`src/design/tsr_regs.svh`:
```
// Register offsets, reset values and field positions of the sensor block
`ifndef TSR_REGS_SVH
`define TSR_REGS_SVH

// ==========================================================================
// Register offsets
`define TSR_A_LOCAL 8'h00
`define TSR_A_RMSB 8'h01
`define TSR_A_STATUS 8'h02
`define TSR_A_LHIGH 8'h05
`define TSR_A_LHIGH_ALT 8'h0b
`define TSR_A_RHIGH 8'h07
`define TSR_A_RHIGH_ALT 8'h0d
`define TSR_A_RLOW 8'h08
`define TSR_A_RLOW_ALT 8'h0e
`define TSR_A_RLSB 8'h10
`define TSR_A_TRIM_U 8'h11
`define TSR_A_TRIM_L 8'h12
`define TSR_A_RHIGH_F 8'h13
`define TSR_A_RLOW_F 8'h14
`define TSR_A_CRIT 8'h19
`define TSR_A_HYST 8'h21
`define TSR_A_CFG 8'hbf

// ==========================================================================
// Reset values
`define TSR_RST_LHIGH 8'h46
`define TSR_RST_RHIGH 8'h46
`define TSR_RST_RLOW 8'h00
`define TSR_RST_FRAC 3'h0
`define TSR_RST_TRIM 8'h00
`define TSR_RST_CRIT 8'h55
`define TSR_RST_HYST 8'h0a
`define TSR_RST_CFG 3'h0
`define TSR_RST_STATUS 8'h00

// ==========================================================================
// Field positions
`define TSR_CFG_CMP_BIT 0
`define TSR_ST_LHIGH 6
`define TSR_ST_RHIGH 4
`define TSR_ST_RLOW 3
`define TSR_ST_CRIT 1
`define TSR_NUM_FLAGS 4

`endif

```
`src/design/tsr_pkg.sv`:
```
// Types shared by the temperature setpoint register block
package tsr_pkg;

	// Register access request from the serial bus engine
	typedef struct packed {
		logic rd;
		logic wr;
		logic [7:0] addr;
		logic [7:0] wdata;
	} tsr_req_s;

	// One converter result: local integer and remote with three fractions
	typedef struct packed {
		logic valid;
		logic [7:0] local_t;
		logic [10:0] remote_t;
	} tsr_conv_s;

	typedef logic signed [10:0] tsr_temp_t;

	typedef enum logic [1:0] {
		TSR_FILT_OFF = 2'h0,
		TSR_FILT_MIN_A = 2'h1,
		TSR_FILT_MIN_B = 2'h2,
		TSR_FILT_MAX = 2'h3
	} tsr_filt_e;

endpackage

```
`src/design/tsr_filter.sv`:
```
// Remote reading smoothing filter with three strengths
`timescale 1ns/100ps
module tsr_filter #(
	parameter int W = 11
) (
	// Clock and reset
	input wire logic clk,
	input wire logic rst_n,
	// Setting
	input wire tsr_pkg::tsr_filt_e level,
	// Sample in
	input wire logic in_valid,
	input wire logic signed [W-1:0] in_val,
	// Sample out
	output logic out_valid,
	output logic signed [W-1:0] out_val
);
	import tsr_pkg::*;

	logic primed_r;
	logic signed [W+1:0] prev_x;
	logic signed [W+1:0] new_x;
	logic signed [W+1:0] avg_min;
	logic signed [W+1:0] avg_max;
	logic signed [W-1:0] filt_nxt;

	assign prev_x = {{2{out_val[W-1]}}, out_val};
	assign new_x = {{2{in_val[W-1]}}, in_val};
	assign avg_min = (prev_x + new_x) >>> 1;
	assign avg_max = (prev_x + prev_x + prev_x + new_x) >>> 2;
	// Both middle codes give the same light filtering
	assign filt_nxt = (level == TSR_FILT_OFF || !primed_r) ? in_val :
		(level == TSR_FILT_MAX) ? avg_max[W-1:0] : avg_min[W-1:0];

	always_ff @(posedge clk) begin
		if (!rst_n) begin
			primed_r <= 1'b0;
			out_valid <= 1'b0;
			out_val <= '0;
		end else begin
			out_valid <= in_valid;
			if (in_valid) begin
				primed_r <= 1'b1;
				out_val <= filt_nxt;
			end
		end
	end
endmodule // tsr_filter

```
`src/design/tsr_window.sv`:
```
// Signed window comparator: above the high limit, below the low limit
`timescale 1ns/100ps
module tsr_window #(
	parameter int W = 11
) (
	// Value and limits
	input wire logic signed [W-1:0] value,
	input wire logic signed [W-1:0] high_lim,
	input wire logic signed [W-1:0] low_lim,
	// Results
	output logic above,
	output logic below
);
	assign above = value > high_lim;
	assign below = value < low_lim;
endmodule // tsr_window

```
`src/design/tsr_sensor_regs.sv`:
```
// Register side of the local and remote temperature sensor
// Notes on behaviour
// - Local temperature reads at 00 as read-only byte; reads zero before the first conversion.
// - Local high limit at 05, also 0B, read-write, resets to 46 hex.
// - Remote upper byte is two's complement, sign bit 7, one degree bit 0.
// - Remote fraction byte holds half, quarter, eighth in 7:5; 4:0 zero.
// - Stored remote value is reported as trimmed, without the fixed shift.
// - Signed trim from 11 and 12 is added to each remote result, not local; resets zero.
// - Remote high limit: upper at 07 or 0D, resets 46; fraction at 13.
// - Remote low limit: upper at 08 or 0E, resets zero; fraction at 14.
// - Critical limit at 19 is a byte resetting to 55 hex, always writable.
// - Critical stays set until remote drops below limit minus hysteresis at 21.
// - Filter field at BF: off, light, light, strong; resets to off.
// - BF bit 0 set: alert follows condition; clear: latched until alert response.
// - Remote high alarm above high limit, remote low alarm below low limit.
// - Local high alarm when local temperature strictly above its limit.
// - Alarm flags latch until status read, then clear only if condition gone.
`timescale 1ns/100ps
`include "tsr_regs.svh"
module tsr_sensor_regs (
	// Clock and reset
	input wire logic clk,
	input wire logic rst_n,
	// Register access from the serial bus engine
	input wire tsr_pkg::tsr_req_s req,
	input wire logic ara_ack,
	output logic [7:0] rdata,
	output logic rvalid,
	// Converter results
	input wire tsr_pkg::tsr_conv_s conv,
	// Open-drain pins, pulled low while enabled
	output logic alert_oe,
	output logic crit_oe
);
	import tsr_pkg::*;

	// ======================================================================
	// Decoding
	function automatic logic hit(input logic [7:0] a, input logic [7:0] p,
		input logic [7:0] q);
		hit = (a == p) || (a == q);
	endfunction

	logic [7:0] local_r;
	tsr_temp_t remote_r;
	tsr_temp_t adj_r;
	logic adj_valid_r;
	logic [7:0] lhigh_r;
	logic [7:0] rhigh_r;
	logic [7:0] rlow_r;
	logic [2:0] rhigh_f_r;
	logic [2:0] rlow_f_r;
	logic [7:0] trim_u_r;
	logic [2:0] trim_l_r;
	logic [7:0] crit_lim_r;
	logic [7:0] hyst_r;
	logic [2:0] cfg_r;
	logic [2:0] frac_snap_r;
	logic cmp_en_r;
	logic crit_r;
	logic cond_r [`TSR_NUM_FLAGS];
	logic flag_r [`TSR_NUM_FLAGS];
	logic ev_r;
	logic int_r;
	logic [7:0] rd_mux;

	wire wr_lhigh = req.wr && hit(req.addr, `TSR_A_LHIGH, `TSR_A_LHIGH_ALT);
	wire wr_rhigh = req.wr && hit(req.addr, `TSR_A_RHIGH, `TSR_A_RHIGH_ALT);
	wire wr_rlow = req.wr && hit(req.addr, `TSR_A_RLOW, `TSR_A_RLOW_ALT);
	wire wr_rhigh_f = req.wr && hit(req.addr, `TSR_A_RHIGH_F, `TSR_A_RHIGH_F);
	wire wr_rlow_f = req.wr && hit(req.addr, `TSR_A_RLOW_F, `TSR_A_RLOW_F);
	wire wr_trim_u = req.wr && hit(req.addr, `TSR_A_TRIM_U, `TSR_A_TRIM_U);
	wire wr_trim_l = req.wr && hit(req.addr, `TSR_A_TRIM_L, `TSR_A_TRIM_L);
	wire wr_crit = req.wr && hit(req.addr, `TSR_A_CRIT, `TSR_A_CRIT);
	wire wr_hyst = req.wr && hit(req.addr, `TSR_A_HYST, `TSR_A_HYST);
	wire wr_cfg = req.wr && hit(req.addr, `TSR_A_CFG, `TSR_A_CFG);
	wire rd_msb = req.rd && hit(req.addr, `TSR_A_RMSB, `TSR_A_RMSB);
	wire rd_clr = req.rd && hit(req.addr, `TSR_A_STATUS, `TSR_A_STATUS);

	// ======================================================================
	// Trim, saturation and filtering of the remote result
	wire tsr_temp_t trim = {trim_u_r, trim_l_r};
	wire logic signed [11:0] sum = {conv.remote_t[10], conv.remote_t}
		+ {trim[10], trim};
	wire sat_hi = !sum[11] && sum[10];
	wire sat_lo = sum[11] && !sum[10];
	wire tsr_temp_t adj_nxt = sat_hi ? 11'h3ff : sat_lo ? 11'h400 :
		sum[10:0];
	wire tsr_filt_e filt_level = tsr_filt_e'(cfg_r[2:1]);
	wire filt_valid;
	wire tsr_temp_t filt_val;

	always_ff @(posedge clk) begin
		if (!rst_n) begin
			adj_r <= '0;
			adj_valid_r <= 1'b0;
		end else begin
			adj_valid_r <= conv.valid;
			if (conv.valid)
				adj_r <= adj_nxt;
		end
	end

	tsr_filter #(
		.W(11)
	) u_filter (
		.clk(clk),
		.rst_n(rst_n),
		.level(filt_level),
		.in_valid(adj_valid_r),
		.in_val(adj_r),
		.out_valid(filt_valid),
		.out_val(filt_val)
	);

	// ======================================================================
	// Stored readings
	always_ff @(posedge clk) begin
		if (!rst_n) begin
			local_r <= '0;
			remote_r <= '0;
			cmp_en_r <= 1'b0;
			frac_snap_r <= '0;
		end else begin
			if (conv.valid)
				local_r <= conv.local_t;
			if (filt_valid)
				remote_r <= filt_val;
			cmp_en_r <= filt_valid;
			if (rd_msb)
				frac_snap_r <= remote_r[2:0];
		end
	end

	// ======================================================================
	// Limit registers
	always_ff @(posedge clk) begin
		if (!rst_n) begin
			lhigh_r <= `TSR_RST_LHIGH;
			rhigh_r <= `TSR_RST_RHIGH;
			rlow_r <= `TSR_RST_RLOW;
			rhigh_f_r <= `TSR_RST_FRAC;
			rlow_f_r <= `TSR_RST_FRAC;
		end else begin
			if (wr_lhigh)
				lhigh_r <= req.wdata;
			if (wr_rhigh)
				rhigh_r <= req.wdata;
			if (wr_rlow)
				rlow_r <= req.wdata;
			if (wr_rhigh_f)
				rhigh_f_r <= req.wdata[7:5];
			if (wr_rlow_f)
				rlow_f_r <= req.wdata[7:5];
		end
	end

	always_ff @(posedge clk) begin
		if (!rst_n) begin
			trim_u_r <= `TSR_RST_TRIM;
			trim_l_r <= `TSR_RST_FRAC;
			crit_lim_r <= `TSR_RST_CRIT;
			hyst_r <= `TSR_RST_HYST;
			cfg_r <= `TSR_RST_CFG;
		end else begin
			if (wr_trim_u)
				trim_u_r <= req.wdata;
			if (wr_trim_l)
				trim_l_r <= req.wdata[7:5];
			if (wr_crit)
				crit_lim_r <= req.wdata;
			if (wr_hyst)
				hyst_r <= req.wdata;
			if (wr_cfg)
				cfg_r <= req.wdata[2:0];
		end
	end

	// ======================================================================
	// Comparisons against the limits
	wire r_above;
	wire r_below;
	wire l_above;

	tsr_window #(
		.W(11)
	) u_remote_win (
		.value(remote_r),
		.high_lim({rhigh_r, rhigh_f_r}),
		.low_lim({rlow_r, rlow_f_r}),
		.above(r_above),
		.below(r_below)
	);

	tsr_window #(
		.W(8)
	) u_local_win (
		.value(local_r),
		.high_lim(lhigh_r),
		.low_lim(8'h80),
		.above(l_above),
		.below()
	);

	// Critical compare on whole degrees, widened so limit minus hysteresis
	// cannot wrap
	wire logic signed [8:0] rem_int = {remote_r[10], remote_r[10:3]};
	wire logic signed [8:0] crit_x = {crit_lim_r[7], crit_lim_r};
	wire logic signed [9:0] crit_low = {crit_x[8], crit_x} - {2'b00, hyst_r};
	wire crit_above = rem_int > crit_x;
	wire crit_below = rem_int < crit_low;
	wire crit_nxt = cmp_en_r ? (crit_above || (crit_r && !crit_below)) :
		crit_r;

	always_ff @(posedge clk) begin
		if (!rst_n)
			crit_r <= 1'b0;
		else
			crit_r <= crit_nxt;
	end

	// ======================================================================
	// Alarm conditions and sticky status flags
	wire cond_now [`TSR_NUM_FLAGS];
	assign cond_now[0] = l_above;
	assign cond_now[1] = r_above;
	assign cond_now[2] = r_below;
	assign cond_now[3] = crit_nxt;
	wire cond_any = cond_r[0] || cond_r[1] || cond_r[2] || cond_r[3];

	generate
		for (genvar i = 0; i < `TSR_NUM_FLAGS; i++) begin : g_flag
			always_ff @(posedge clk) begin
				if (!rst_n) begin
					cond_r[i] <= 1'b0;
					flag_r[i] <= 1'b0;
				end else begin
					if (cmp_en_r)
						cond_r[i] <= cond_now[i];
					// A live condition beats the read clear
					flag_r[i] <= (flag_r[i] && !rd_clr) || cond_r[i];
				end
			end
		end
	endgenerate

	// ======================================================================
	// Alert pin: comparator or latched interrupt
	wire ev_nxt = cmp_en_r && (cond_now[0] || cond_now[1] ||
		cond_now[2] || cond_now[3]);
	wire int_nxt = (int_r && !ara_ack) || ev_r;
	wire cmp_mode = cfg_r[`TSR_CFG_CMP_BIT];

	always_ff @(posedge clk) begin
		if (!rst_n) begin
			ev_r <= 1'b0;
			int_r <= 1'b0;
			alert_oe <= 1'b0;
			crit_oe <= 1'b0;
		end else begin
			ev_r <= ev_nxt;
			int_r <= int_nxt;
			alert_oe <= cmp_mode ? cond_any : int_nxt;
			crit_oe <= crit_nxt;
		end
	end

	// ======================================================================
	// Read data
	wire [7:0] status = {1'b0, flag_r[0], 1'b0, flag_r[1], flag_r[2],
		1'b0, flag_r[3], 1'b0};

	always_comb begin
		case (req.addr)
			`TSR_A_LOCAL: rd_mux = local_r;
			`TSR_A_RMSB: rd_mux = remote_r[10:3];
			`TSR_A_STATUS: rd_mux = status;
			`TSR_A_LHIGH, `TSR_A_LHIGH_ALT: rd_mux = lhigh_r;
			`TSR_A_RHIGH, `TSR_A_RHIGH_ALT: rd_mux = rhigh_r;
			`TSR_A_RLOW, `TSR_A_RLOW_ALT: rd_mux = rlow_r;
			`TSR_A_RLSB: rd_mux = {frac_snap_r, 5'h00};
			`TSR_A_TRIM_U: rd_mux = trim_u_r;
			`TSR_A_TRIM_L: rd_mux = {trim_l_r, 5'h00};
			`TSR_A_RHIGH_F: rd_mux = {rhigh_f_r, 5'h00};
			`TSR_A_RLOW_F: rd_mux = {rlow_f_r, 5'h00};
			`TSR_A_CRIT: rd_mux = crit_lim_r;
			`TSR_A_HYST: rd_mux = hyst_r;
			`TSR_A_CFG: rd_mux = {5'h00, cfg_r};
			default: rd_mux = 8'h00;
		endcase
	end

	always_ff @(posedge clk) begin
		if (!rst_n) begin
			rdata <= 8'h00;
			rvalid <= 1'b0;
		end else begin
			rvalid <= req.rd;
			if (req.rd)
				rdata <= rd_mux;
		end
	end
endmodule // tsr_sensor_regs

```
`config.mk`:
```
export PLATFORM = sky130hd
export DESIGN_NAME = tsr_sensor_regs
export DESIGN_NICKNAME = d
export VERILOG_FILES = /design/src/design/tsr_pkg.sv /design/src/design/tsr_filter.sv /design/src/design/tsr_window.sv /design/src/design/tsr_sensor_regs.sv
export VERILOG_INCLUDE_DIRS = /design/src /design/src/design
export SDC_FILE = /design/constraint.sdc
export NUM_CORES = 1
export LEC_CHECK = 0
export ABC_AREA = 1
export BUFFER_PORTS_ARGS = -buffer_cell sky130_fd_sc_hd__buf_2
export CAP_MARGIN = 25
export CORE_MARGIN = 1.5
export CORE_UTILIZATION = 55
export DETAILED_ROUTE_END_ITERATION = 6
export GPL_TIMING_DRIVEN = 0
export MAX_ROUTING_LAYER = met4
export PLACE_DENSITY = 0.77
export SYNTH_ARGS = -nofsm -noshare
export SYNTH_HDL_FRONTEND = slang
export SYNTH_SLANG_ARGS = --single-unit
```
`constraint.sdc`:
```
create_clock -name clk -period 2.9 [get_ports clk]
set_input_delay 0.29 -clock clk [delete_from_list [all_inputs] [get_ports clk]]
set_output_delay 0.29 -clock clk [all_outputs]
set_load 0.02 [all_outputs]
```
; After elaboration in Yosys (flattened, before gate mapping)
; Memories as Yosys holds them, arrays and structs flattened.
; Cells that the tools add are included.
[totals]
output_inout_bits = 11
ff_bits = 121
wordCells = 131
mem_count = 2
ramBits = 8
in_bits = 41
[classes]
bitwise_logic = 8
mux = 20
order_cmp = 5
n_addsub = 6
reduce_logical = 48
n_eq_ne = 17
[mem_list]
columns = name, depth, width, rd, rd_ports_with_merged_regs, wr, line_no
row1 = cond_r, 4, 1, 4, 0, 4, tsr_sensor_regs.sv:61  ; logic cond_r [`TSR_NUM_FLAGS];
row2 = flag_r, 4, 1, 4, 0, 4, tsr_sensor_regs.sv:62  ; logic flag_r [`TSR_NUM_FLAGS];
[op_table]
columns = cell, n
row1 = case mux 8 bit (14 select lines), 1
row2 = equality test 8 x 5 -> 1 bit (second input constant), 6
row3 = two-way mux 11 bit, 4
row4 = adder 11 x 11 -> 12 bit, 3
row5 = equality test 8 x 4 -> 1 bit (second input constant), 4
row6 = logical AND 1 bit, 21
row7 = equality test 8 x 3 -> 1 bit (second input constant), 2
row8 = > comparator 8 bit, 2
row9 = logical OR 1 bit, 16
row10 = two-way mux 1 bit, 15
row11 = adder 12 x 11 -> 13 bit, 1
row12 = adder 13 x 11 -> 13 bit, 1
row13 = > comparator 11 bit, 1
row14 = less-than comparator 11 bit, 1
row15 = less-than comparator 8 x 10 -> 1 bit, 1
row16 = subtractor 8 x 9 -> 10 bit, 1
row17 = equality test 8 x 1 -> 1 bit (second input constant), 1
row18 = equality test 8 x 2 -> 1 bit (second input constant), 1
row19 = equality test 8 x 6 -> 1 bit (second input constant), 1
row20 = equality test 8 bit (second input constant), 1
row21 = zero test 8 bit, 1
row22 = bitwise OR 1 bit, 8
row23 = zero test 1 bit, 6
row24 = OR reduction 2 bit, 3
row25 = other kinds (2), 2

; Longest topological paths before layout
[depth]
ltp_word = 8
mapped_depth = 21

; By module
; Synthesis repeated with hierarchy kept, for this count alone.
[unflattened]
cells_unflattened = 1450
hier_area_um2 = 9621.7
[by_module_without_submodules]
columns = mod, n_inst, area_each_um2, cells_per_inst, seq_area_each_um2
row1 = tsr_sensor_regs, 1, 6426.2, 915, 2352.3
row2 = tsr_filter, 1, 2148.3, 356, 260.2
row3 = tsr_window (u_remote_win), 1, 601.8, 101, 0.0
row4 = tsr_window (u_local_win), 1, 445.4, 78, 0.0

; Worst setup path after synthesis
; OpenSTA, ideal clock, no wires.
[synth_timing]
kind = flip-flop to flip-flop
startpoint = register hyst_r[2]
endpoint = memory cond_r[3][0], in the netlist cond_r[1][1] (data pin)
required_ps = 2649
arrival_ps = 2317
setup_ps = 251
path_slack_ps = 332
stages_incl_launch_ff = 20
cell_sequence = dfxtp_1 > inv_1 > ha_1 > nand3_1 > nand2_1 > nand4_1 > o211ai_1 > a21oi_1 > or2_2 > inv_1 > ha_1 > a21oi_1 > o21a_1 > nand3_1 > nand2_1 > nand2_1 > nand2_1 > nand2_1 > nand2_1 > inv_1
[synth_lines]
columns = item, line_no
row1 = from (decl), tsr_sensor_regs.sv:56  ; logic [7:0] hyst_r;
row2 = from (signal assigned), tsr_sensor_regs.sv:163  ; hyst_r <= `TSR_RST_HYST;
row3 = from (signal assigned), tsr_sensor_regs.sv:173  ; hyst_r <= req.wdata;
row4 = to (decl), tsr_sensor_regs.sv:61

==> run_results.csv <==
group,metric,value,unit
setup_path,worstPathArrival,2.97,ns
setup_path,crit_buf_inv,2,
synthesis,synthMuxAreaShare,0,%
setup_path,timing.rr.start,"crit_lim_r[2]",
setup_path,cp_top_family,"compound AO/OA/AOI/OAI gates",
sta,report.final.slew_viol_count,0,
setup_path,rrSetupSlack,0.12,ns
power,p_leak,0.00481,uW
setup_path,cp-end-kind,"flop",
placement,portBuffers,47,
placement,placed_cell_area,9460,um^2
setup_path,cpPeakStageDelay,0.42,ns
global_route,grt_pass1_wl,42.3,mm
drt,routed_wl,27.1,mm
finish,nets,1527,
synthesis,syn_nets,1459,
cts,clockBufferDepth,2,
synthesis,synth_compound_area_share,17.6,%
finish,final_cell_count_no_fill,1615,
cts,cts_hold_buf,0,
drt,route.met2.wl,11.7,mm
finish,drive_above_1_share,10.7,%
synthesis,syn-cell-area,8950,um^2
floorplanning,io_pins,52,
global_route,grt.total_usage,33.9,%
sta,layout_min_cycle_time,2.78,ns
global_route,grt_pass1_vias,8122,
setup_path,cpMostUsedCell,"nand2_1",
placement,dpl.hpwl,21.0,mm
min_path,min_to,"local_r[6]",
sta,hold_viol,0,
cts,h-tree-depth,4,
setup_path,startpoint_type,"flop",
setup_path,reg2reg_depth,18,
drt,ant_nets,0,
synthesis,synth_top_family_by_area,"simple AND/OR/NAND/NOR gates",
sta,finalSetupViolations,0,
setup_path,cpMaxStageDelayCell,"dfxtp_1",
power,powerDensity,475,nW/um^2
drt,initialDrtViolationCount,906,
synthesis,synth_adder_area_share,15.2,%
cts,cts_tree,"built",
cts,clkLatencyLatePin,0.42,ns
synthesis,synth_xor_area_share,1.37,%
power,ir_drop,496,uV
synthesis,synth_seq_cells,129,
sta,whs,0.101,ns
sta,min_period_over_period,95.8,%
setup_path,cp_cell_sequence,"ha_4 -> a21oi_1 -> nand2_2 -> buf_4 -> a21oi_1 -> o21ai_0 -> xor2_1 -> ha_1 -> a21oi_1 -> o21ai_0 -> nand2_1 -> nand3_1 -> nand2_1 -> nand2_1 -> nand2_1 -> nand2_1 -> nand2_1 -> inv_1",
drt,routedWlPerCell,16.8,um
sta,slew-limit-headroom,51.6,%
cts,path_clk_slew,0.06,ns
placement,gp_congestion,0.975,
finish,syn2layout_area_growth,13.7,%
drt,drc_errors,0,
synthesis,synthArstFlopShare,0,%
sta,fmax,0.360,GHz
finish,n_fill_cell,1501,
min_path,min-delay-start,"conv[17]",
power,total_power,4840,uW
sta,skew,0.0116,ns
setup_path,cp_max_fo,4,
sta,tightestPinTransition,0.726,ns
setup_path,timing.rr.end,"cond_r[1][1]",
cts,cts_root_buffer,"clkbuf_16",
global_route,grt_antenna_before_repair,0,
global_route,gr-total-overflow,0,
drt,met3_length,2.24,mm
drt,num_vias,9015,
min_path,hold_class,"in -> reg",
synthesis,synth_ff_type,"dfxtp_1",
drt,wl_met1,12.5,mm
setup_path,worstPathRequired,3.09,ns
placement,dp.cells,1581,
cts,clock-sinks,129,
finish,design_area,10200,um^2
floorplanning,start_util,56.3,%
drt,firstDrtPassIters,5,
flow_run,drv_cap,0,
synthesis,syn_inst,1318,
cts,cts-buffers-inserted,17,
min_path,hold_depth,3,
synthesis,ys_warn_count,0,
global_route,grt_max_degree,17,
synthesis,avgSynthCellArea,6.79,um^2
synthesis,ys_seq_area_share,29.2,%
synthesis,ys_types,44,
floorplanning,fp.dieW,131,um
floorplanning,core_area,15900,um^2
synthesis,yosys.area_share.simple,27.7,%
floorplanning,rows,46,
drt,top_layer,"met4",
floorplanning,dieArea,17000,um^2
run_status,status,"finished, final reports clean",
setup_path,path_class,"reg -> reg",
finish,antennaDiodeCount,0,
synthesis,synth-edff-count,3,
drt,via_per_inst,5.58,
floorplanning,die_h,131,um
[cells in the final DEF, fill, tap and decap left out, types with 20 or more instances in the layout]
cell type and n:
nand4_1 20, clkbuf_1 21, dfxtp_1 125, nand3_1 68, ha_1 82, nand2_1 308
a21oi_1 145, inv_1 160, buf_2 50, nor2_1 130, o21ai_0 95
[layer usage]
layer	GRT usage [%]	vias to the layer above
li1	-	4479
met2	50.9	375
met1	46.5	4109
met4	10.3	0
met5	-	-
met3	6.47	52
[area by class of cell]
type / instances / area (um^2) / area share, %
Buffer: 28 / 124 / 1.22
Clock buffer: 20 / 467 / 4.58
Clock inverter: 12 / 179 / 1.76
Inverter: 180 / 678 / 6.66
Multi-Input combinational cell: 981 / 5600 / 55.0
Sequential cell: 129 / 2610 / 25.7
Tap cell: 216 / 270 / 2.65
Timing Repair Buffer: 49 / 250 / 2.46
[cell usage after synthesis, types with 10 or more instances]
| library cell | n | area, um^2 |
|---|---|---|
| a21oi_1 | 146 | 731 |
| clkbuf_1 | 21 | 78.8 |
| dfxtp_1 | 126 | 2520 |
| fa_1 | 14 | 280 |
| ha_1 | 86 | 1080 |
| inv_1 | 162 | 608 |
| inv_2 | 14 | 52.6 |
| nand2_1 | 309 | 1160 |
| nand3_1 | 68 | 340 |
| nand4_1 | 20 | 125 |
| nor2_1 | 131 | 492 |
| nor3_1 | 10 | 50.1 |
| o211ai_1 | 13 | 97.6 |
| o21ai_0 | 95 | 475 |
| o21ai_1 | 10 | 50.1 |
| xor2_1 | 11 | 96.3 |
[report_power, final]
part           switching [uW]  leakage [uW]  internal [uW]
registers                73.6       0.00106           1830
logic                     394       0.00344            210
clock network             826      0.000309           1510
[flip-flops by register name, indices dropped and copies added (netlist names), 4 cells and up]
register	count
adj_r	11
local_r	8
crit_lim_r	8
remote_r	11
rhigh_r	8
rdata	8
lhigh_r	8
cond_r	4
flag_r	4
rlow_r	8
hyst_r	8
u_filter.out_val	11
trim_u_r	8
[how the worst max path moves through the flow]
stage,to,slack (ns),startpoint,cells past startpoint
finish,cond_r[1][1],0.12,crit_lim_r[2],18
global route,cond_r[1][1],-0.06,crit_lim_r[2],18
CTS,cond_r[1][1],0.02,hyst_r[2],19
detailed placement,cond_r[1][1],0.03,hyst_r[2],19
global placement,cond_r[1][1],0.07,hyst_r[2],19
floorplan,cond_r[1][1],0.33,hyst_r[2],19
[cell families after synthesis]
group | Yosys count
flops | 129
xor+xnor | 14
simple gates | 574
buf+inv | 208
fa+ha+maj | 100
compound gates | 293
[worst reg2reg max path, cell delays in order (launching register included)]
cell and delay, ns:
dfxtp_1 0.42, ha_4 0.25, a21oi_1 0.21, nand2_2 0.11, buf_4 0.15, a21oi_1 0.11, o21ai_0 0.10, xor2_1 0.15
ha_1 0.30, a21oi_1 0.14, o21ai_0 0.10, nand2_1 0.06, nand3_1 0.06, nand2_1 0.06, nand2_1 0.08, nand2_1 0.06
nand2_1 0.07, nand2_1 0.08, inv_1 0.04
[per-stage QoR]
step	setup TNS (ns)	setup slack (ns)	utilization (%)
after floorplan	0	0.332	-
after global placement	0	0.0713	59.5
after detailed placement	0	0.0264	59.5
after CTS	0	0.0202	63.6
after global routing	-0.0609	-0.0609	64.1
final	0	0.121	64.1
[timing repair]
action / in CTS / in global routing
setup endpoints to repair: 0 / 3
buffers inserted: 0 / 2
resized for setup: 0 / 11
(Power assumes the default switching activity.)
